--- config.mk ---
export PLATFORM = sky130hd
export DESIGN_NAME = eip_top
export DESIGN_NICKNAME = d
export VERILOG_FILES = /design/src/logic/eip_pkg.sv /design/src/logic/eip_ext_req.sv /design/src/logic/eip_top.sv
export VERILOG_INCLUDE_DIRS = /design/src /design/src/logic
export SDC_FILE = /design/constraint.sdc
export NUM_CORES = 1
export LEC_CHECK = 0
export BUFFER_PORTS_ARGS = -buffer_cell sky130_fd_sc_hd__buf_2
export CAP_MARGIN = 10
export CORE_ASPECT_RATIO = 0.75
export CORE_MARGIN = 5
export CORE_UTILIZATION = 30
export CTS_CLUSTER_DIAMETER = 100
export DETAILED_ROUTE_END_ITERATION = 10
export HOLD_SLACK_MARGIN = 0.12
export PLACE_DENSITY = 0.6
export SLEW_MARGIN = 10
export SYNTH_ARGS = -nofsm -noshare
export SYNTH_HDL_FRONTEND = slang
export SYNTH_SLANG_ARGS = --single-unit
--- constraint.sdc ---
create_clock -name clock -period 3.9 [get_ports clock]
set_input_delay 0 -clock clock [delete_from_list [all_inputs] [get_ports clock]]
set_output_delay 0 -clock clock [all_outputs]
set_load 0.005 [all_outputs]
--- src/logic/eip_defines.svh ---
// Constants for the second-bank interrupt priority and external request block.
// Assumes inclusion by bare name from files under logic/.
`ifndef EIP_DEFINES_SVH
`define EIP_DEFINES_SVH

// ------------------------------------------------------------
// Register byte offsets
// ------------------------------------------------------------
`define EIP_OFS_CTRL 8'h88
`define EIP_OFS_PRIO_HIGH 8'hF7
`define EIP_OFS_PRIO_LOW 8'hFF

// ------------------------------------------------------------
// Control register fields
// ------------------------------------------------------------
`define EIP_BIT_REQ1_FLAG 3
`define EIP_BIT_REQ1_TYPE 2
`define EIP_BIT_REQ0_FLAG 1
`define EIP_BIT_REQ0_TYPE 0

// ------------------------------------------------------------
// Priority fields and reset values
// ------------------------------------------------------------
`define EIP_PRIO_MASK 8'hF3
`define EIP_RST_PRIO_HIGH 8'h00
`define EIP_RST_PRIO_LOW 8'h00
`define EIP_RST_CTRL 8'h00

`endif

--- src/logic/eip_pkg.sv ---
// Types shared by the second-bank priority block.
// Assumes eip_defines.svh is compiled alongside.
package eip_pkg;

   // Two-bit arbitration level, 3 is highest
   typedef logic [1:0] eip_level_t;

   // Levels of the six sources in the second group
   typedef struct packed {
      eip_level_t timer2;
      eip_level_t serial_periph;
      eip_level_t brake;
      eip_level_t watchdog;
      eip_level_t keypad;
      eip_level_t i2c;
   } eip_levels_s;

   // Per-pin request flags toward the core
   typedef struct packed {
      logic req1;
      logic req0;
   } eip_flags_s;

   // Trigger type of an external request
   typedef enum logic {
      EIP_TRIG_LEVEL = 1'b0,
      EIP_TRIG_EDGE = 1'b1
   } eip_trig_e;

endpackage

--- src/logic/eip_ext_req.sv ---
// One external request input: synchroniser, falling-edge detector and flag.
// Assumes the pin is asynchronous to clock; clearing inputs are clock-domain pulses.
`include "eip_defines.svh"

module eip_ext_req (
   // Clock and reset
   input wire logic clock,
   input wire logic rst,
   // Pin and control
   input wire logic pin_n,
   input wire logic trig_edge,
   input wire logic clr,
   // Flag
   output logic flag
);

   logic sync1_r, sync2_r, prev_r, flag_r;
   logic flag_nxt;
   logic fall;

   // ------------------------------------------------------------
   // Synchroniser and edge detect
   // ------------------------------------------------------------
   always_ff @(posedge clock or posedge rst) begin
      if (rst) begin
         sync1_r <= 1'b1;
         sync2_r <= 1'b1;
         prev_r <= 1'b1;
      end else begin
         sync1_r <= pin_n;
         sync2_r <= sync1_r;
         prev_r <= sync2_r;
      end
   end

   assign fall = prev_r & ~sync2_r;

   // ------------------------------------------------------------
   // Flag
   // ------------------------------------------------------------
   always_comb begin
      if (trig_edge) begin
         // A new edge wins over a clear in the same cycle
         flag_nxt = fall | (flag_r & ~clr);
      end else begin
         // Level mode follows the inverted pin; latched state is dropped
         flag_nxt = ~sync2_r;
      end
   end

   always_ff @(posedge clock or posedge rst) begin
      if (rst) begin
         flag_r <= 1'b0;
      end else begin
         flag_r <= flag_nxt;
      end
   end

   assign flag = flag_r;

endmodule

--- src/logic/eip_top.sv ---
// Second-group interrupt priority registers and external request flags.
// Assumes a classic Wishbone master on clock; pins are asynchronous.
//
// Contract
// - Low-priority bits raise six sources one level
// - High-priority bits raise sources two levels
// - Bits 3:2 of priority registers reserved
// - Request 1 flag set on chosen condition
// - Edge flag 1 holds until cleared or serviced
// - Level mode: flag 1 is inverted pin
// - Bit 2 selects level or falling edge
// - Request 0 flag at bit 1 set
// - Edge flag 0 holds until cleared or serviced
// - Level mode: flag 0 is inverted pin
// - Bit 0 selects level or falling edge
`include "eip_defines.svh"

module eip_top (
   // Clock and reset
   input wire logic clock,
   input wire logic rst,
   // Wishbone slave
   input wire logic wb_cyc_i,
   input wire logic wb_stb_i,
   input wire logic wb_we_i,
   input wire logic [7:0] wb_adr_i,
   input wire logic [3:0] wb_sel_i,
   input wire logic [31:0] wb_dat_i,
   output logic [31:0] wb_dat_o,
   output logic wb_ack_o,
   output logic wb_err_o,
   // External request pins, active low
   input wire logic ext_req0_pin_n,
   input wire logic ext_req1_pin_n,
   // Core service acknowledge pulses
   input wire logic ext_req0_serviced,
   input wire logic ext_req1_serviced,
   // Toward the core
   output eip_pkg::eip_flags_s ext_flags,
   output eip_pkg::eip_levels_s src_levels
);

   logic [7:0] prio_high_r, prio_high_nxt;
   logic [7:0] prio_low_r, prio_low_nxt;
   logic ext_req1_trigger_type_r, ext_req1_trigger_type_nxt;
   logic ext_req0_trigger_type_r, ext_req0_trigger_type_nxt;
   logic [5:0] ctrl_hi_r, ctrl_hi_nxt;
   logic ack_r, ack_nxt;
   logic err_r, err_nxt;
   logic [31:0] dat_r, dat_nxt;
   eip_pkg::eip_levels_s levels_r, levels_nxt;
   eip_pkg::eip_flags_s flags_r;
   logic ext_req0_flag, ext_req1_flag;
   logic clr0, clr1;
   logic req, wr_lane0, hit_ctrl, hit_high, hit_low;
   logic [7:0] ctrl_view;

   // Two-bit level from a high and a low bit, high dominates
   function automatic eip_pkg::eip_level_t mk_level(input logic hi, input logic lo);
      mk_level = {hi, lo};
   endfunction

   // ------------------------------------------------------------
   // Bus decode
   // ------------------------------------------------------------
   // Requests are answered one cycle after they appear; ack_r blocks a re-take
   assign req = wb_cyc_i & wb_stb_i & ~ack_r & ~err_r;
   assign wr_lane0 = req & wb_we_i & wb_sel_i[0];
   assign hit_ctrl = (wb_adr_i == `EIP_OFS_CTRL);
   assign hit_high = (wb_adr_i == `EIP_OFS_PRIO_HIGH);
   assign hit_low = (wb_adr_i == `EIP_OFS_PRIO_LOW);

   // Software clearing the flag: write of 0 to the flag bit
   assign clr1 = (wr_lane0 & hit_ctrl & ~wb_dat_i[`EIP_BIT_REQ1_FLAG])
      | ext_req1_serviced;
   assign clr0 = (wr_lane0 & hit_ctrl & ~wb_dat_i[`EIP_BIT_REQ0_FLAG])
      | ext_req0_serviced;

   assign ctrl_view = {ctrl_hi_r[5:2], ext_req1_flag, ext_req1_trigger_type_r,
      ext_req0_flag, ext_req0_trigger_type_r};

   // ------------------------------------------------------------
   // Register file
   // ------------------------------------------------------------
   always_comb begin
      prio_high_nxt = prio_high_r;
      prio_low_nxt = prio_low_r;
      ext_req1_trigger_type_nxt = ext_req1_trigger_type_r;
      ext_req0_trigger_type_nxt = ext_req0_trigger_type_r;
      ctrl_hi_nxt = ctrl_hi_r;
      ack_nxt = 1'b0;
      err_nxt = 1'b0;
      dat_nxt = dat_r;
      if (req) begin
         if (hit_ctrl | hit_high | hit_low) begin
            ack_nxt = 1'b1;
         end else begin
            ack_nxt = 1'b0;
            err_nxt = 1'b1;
         end
         dat_nxt = 32'h0000_0000;
         if (hit_ctrl) begin
            dat_nxt[7:0] = ctrl_view;
         end else if (hit_high) begin
            dat_nxt[7:0] = prio_high_r;
         end else if (hit_low) begin
            dat_nxt[7:0] = prio_low_r;
         end
      end
      if (wr_lane0) begin
         if (hit_high) begin
            prio_high_nxt = wb_dat_i[7:0] & `EIP_PRIO_MASK;
         end
         if (hit_low) begin
            prio_low_nxt = wb_dat_i[7:0] & `EIP_PRIO_MASK;
         end
         if (hit_ctrl) begin
            // Timer bits are stored only; timer logic lives elsewhere
            ctrl_hi_nxt = {wb_dat_i[7:4], 2'b00};
            ext_req1_trigger_type_nxt = wb_dat_i[`EIP_BIT_REQ1_TYPE];
            ext_req0_trigger_type_nxt = wb_dat_i[`EIP_BIT_REQ0_TYPE];
         end
      end
   end

   always_ff @(posedge clock or posedge rst) begin
      if (rst) begin
         prio_high_r <= `EIP_RST_PRIO_HIGH;
         prio_low_r <= `EIP_RST_PRIO_LOW;
         ext_req1_trigger_type_r <= 1'b0;
         ext_req0_trigger_type_r <= 1'b0;
         ctrl_hi_r <= 6'h00;
         ack_r <= 1'b0;
         err_r <= 1'b0;
         dat_r <= 32'h0000_0000;
      end else begin
         prio_high_r <= prio_high_nxt;
         prio_low_r <= prio_low_nxt;
         ext_req1_trigger_type_r <= ext_req1_trigger_type_nxt;
         ext_req0_trigger_type_r <= ext_req0_trigger_type_nxt;
         ctrl_hi_r <= ctrl_hi_nxt;
         ack_r <= ack_nxt;
         err_r <= err_nxt;
         dat_r <= dat_nxt;
      end
   end

   // ------------------------------------------------------------
   // Priority levels
   // ------------------------------------------------------------
   always_comb begin
      levels_nxt.timer2 = mk_level(prio_high_r[7], prio_low_r[7]);
      levels_nxt.serial_periph = mk_level(prio_high_r[6], prio_low_r[6]);
      levels_nxt.brake = mk_level(prio_high_r[5], prio_low_r[5]);
      levels_nxt.watchdog = mk_level(prio_high_r[4], prio_low_r[4]);
      levels_nxt.keypad = mk_level(prio_high_r[1], prio_low_r[1]);
      levels_nxt.i2c = mk_level(prio_high_r[0], prio_low_r[0]);
   end

   always_ff @(posedge clock or posedge rst) begin
      if (rst) begin
         levels_r <= '0;
      end else begin
         levels_r <= levels_nxt;
      end
   end

   // ------------------------------------------------------------
   // External requests
   // ------------------------------------------------------------
   eip_ext_req u_req1 (
      .clock(clock),
      .rst(rst),
      .pin_n(ext_req1_pin_n),
      .trig_edge(ext_req1_trigger_type_r),
      .clr(clr1),
      .flag(ext_req1_flag)
   );

   eip_ext_req u_req0 (
      .clock(clock),
      .rst(rst),
      .pin_n(ext_req0_pin_n),
      .trig_edge(ext_req0_trigger_type_r),
      .clr(clr0),
      .flag(ext_req0_flag)
   );

   // Flag outputs come straight from the flag flip-flops inside the leaves
   always_comb begin
      flags_r.req1 = ext_req1_flag;
      flags_r.req0 = ext_req0_flag;
   end

   assign ext_flags = flags_r;
   assign src_levels = levels_r;
   assign wb_ack_o = ack_r;
   assign wb_err_o = err_r;
   assign wb_dat_o = dat_r;
endmodule

==> metrics.md <==
| Metric | Value |
|---|---|
| Status | `complete, no violations` |
| Starting DRC count in detailed routing | `52` |
| Residual DRC | `0` |
| Area of the core | `6700 um2` |
| Worst-Margin Slew | `1.00 ns` |
| Overall power | `0.000932 W` |
| Hold path depth | `4` |
| Tot GR Track Use | `0.0980` |
| Layout cells sized above 1 | `0.429` |
| RR Startpoint | `wb_err_o$_DFF_PP0_` |
| DIE WIDTH | `105 um` |
| Crit Path Max Fanout | `17` |
| Final setup viols | `0` |
| Resize count post-CTS | `0` |
| Crit start category | `flip-flop` |
| Yosys cell types | `31` |
| Pwr per Cell Area | `372 nW/um2` |
| Clock sinks | `48` |
| Syn Inst Count | `146` |
| Worst Hold Class | `in -> reg` |
| Min Hold Slack | `0.135 ns` |
| Total leakage power | `1.31 nW` |
| Longest Clk Path Bufs | `2` |
| FF/Latch Area | `1210 um2` |
| EDFF count, synth | `0` |
| Cts bufs inserted | `5` |
| I/O pins | `101` |
| Critical path class | `reg -> reg` |
| Hold_sp | `wb_adr_i[1]` |
| ANT nets after route | `0` |
| Worst vdd ir | `0.131 mV` |
| Port Buffers | `49` |
| Crit share post-route | `0.707` |
| Via Count | `1232` |
| DRT Pass-1 Iters | `4` |
| Sequential area share after synthesis | `0.594` |
| Routed WL | `4140 um` |
| Setup ws final | `1.14 ns` |
| Pre-CTS setup slack | `1.51 ns` |
| Chip height | `81.3 um` |
| Crit path time final | `2.76 ns` |
| Cell Area, Synth | `2030 um2` |
| Post-DP HPWL | `2940 um` |
| First-pass GRT wire length | `6510 um` |
| Primary FF master, synth | `dfrtp_1` |
| Initial Util | `0.303` |
| Fmax | `0.363 GHz` |
| Row cnt | `26` |
| Clock Skew | `0.00596 ns` |
| Worst-path clk slew | `0.09 ns` |
| Ys async rst share | `1.00` |
| Synth Register Bits | `48` |
| Worst reg2reg path depth | `4` |
| Avg WL per Cell | `14.1 um` |
| Unrepaired setup endpoints after global routing | `no` |
| H-tree depth | `2` |
| Area grow syn2layout | `23.1%` |
| Hold Fails Final Rpt | `0` |
| Vias per cell | `4.19` |
| Die footprint | `8540 um2` |
| Clock latency on the worst-skew pair | `0.30 ns` |
| Avg Cell Area, Syn | `13.9 um2` |
| Gpl congestion | `0.754` |
| Normalized max-slew margin | `0.332` |
| Fill count | `669` |
| Multi-input logic area | `678 um2` |
| Pin count of the biggest net entering global routing | `49` |
| Vias in the first global route | `1258` |
| Setup TNS Final | `0 ns` |
| Setup repair bufs after CTS | `0` |
| Antenna diode count | `0` |
| Root Buffer Master | `clkbuf_8` |
| Final slew viol count | `0` |
| Yosys warning count | `0` |
| Max capacitance violation total | `0` |
| Nets | `262` |
| Initial antenna violation count | `0` |
| Required time of the critical path | `4.08 ns` |
| Crit path launch | `wb_err_o$_DFF_PP0_` |
| WP data arrival | `2.94 ns` |
| CTS tree | `yes` |
| Global route overflow | `0` |
| Crit. End Element | `flip-flop` |
## path summary, 6_finish.rpt
check	endpoint	slack, ns
setup / recovery	u_req0.flag$_DFF_PP0_	1.14
hold / removal	wb_err_o$_DFF_PP0_	0.13
setup reg to reg	u_req0.flag$_DFF_PP0_	1.14
hold reg to reg	u_req0.sync2_r$_DFF_PP1_	0.36
max in group asynchronous	wb_dat_o[3]$_DFFE_PP0P_	2.81
min in group asynchronous	src_levels[0]$_DFF_PP0_	0.48
## power by group
| group | switching, W | total (W) | internal, W |
|---|---|---|---|
| registers | 0.00000357 | 0.000510 | 0.000507 |
| logic | 0.0000327 | 0.0000595 | 0.0000267 |
| clock network | 0.000169 | 0.000362 | 0.000193 |
| total | 0.000205 | 0.000932 | 0.000727 |
## cell usage in the layout, fill, tap and decap left out, types with 3 or more instances in the layout
cell	n
buf_2	49
dfrtp_1	42
conb_1	24
nor4_1	3
a221o_1	6
nand2_1	3
dfstp_2	6
dlygate4sd3_1	14
clkbuf_8	5
mux2_4	6
mux2_2	16
nor3_1	3
## what timing repair did
item,in CTS,in global routing
endpoints found under the setup margin,0,0
hold endpoints to repair,64,0
hold buffers,14,0
## layout make-up
class,count,share of cell area
clock buffer,5,0.0275
clock inverter,3,0.0185
inverter,1,0.00150
multi-input combinational,89,0.271
sequential,48,0.483
tap,84,0.0420
timing repair buffer,64,0.157
## stage by stage
step                instances  cell area (um2)   util
global placement          272             2250  0.336
CTS                       294             2500  0.374
floorplan                 169             2120      -
finish                    294             2500  0.374
detailed placement        272             2250  0.336
global route              294             2500  0.374
## metal layers
metal,GRT usage,wire length [um]
met5,0,0
met4,0.0268,31
met3,0.0429,346
met2,0.138,1840
met1,0.136,1920
## cell families (layout without fill, tap and decap cells)
logic type	after synthesis	after routing	synth area share
AOI/OAI and AO/OA	15	15	0.0640
buffers and inverters	32	73	0.114
DFF	48	48	0.594
muxes	24	24	0.143
other	1	24	0.00184
and+or+nand+nor	26	26	0.0825
## worst max-delay path: stages (launching register included)
cell	delay [ns]
dfrtp_1	0.37
nand4bb_1	0.63
or4_4	0.86
o21a_1	0.22
dlygate4sd3_1	0.55
## cells in the mapped netlist, types with 3 or more instances
| cell | n | area, um2 |
|---|---|---|
| a221o_1 | 6 | 60.1 |
| buf_4 | 26 | 195 |
| clkbuf_1 | 3 | 11.3 |
| dfrtp_1 | 42 | 1050 |
| dfstp_2 | 6 | 158 |
| mux2_2 | 16 | 180 |
| mux2_4 | 6 | 90.1 |
| nand2_1 | 3 | 11.3 |
| nor3_1 | 3 | 15.0 |
| nor4_1 | 3 | 18.8 |
## registers in the layout (all words and copies together) (netlist names)
name	count
src_levels	12
wb_dat_o	8
prio_high_r	6
prio_low_r	6
ctrl_hi_r	4
ext_req0_trigger_type_r	1
ext_req1_trigger_type_r	1
u_req0.flag	1
u_req0.prev_r	1
u_req0.sync1_r	1
u_req0.sync2_r	1
u_req1.flag	1
u_req1.prev_r	1
u_req1.sync1_r	1
u_req1.sync2_r	1
wb_ack_o	1
wb_err_o	1
No activity file was read; power rests on OpenSTA's default activity.
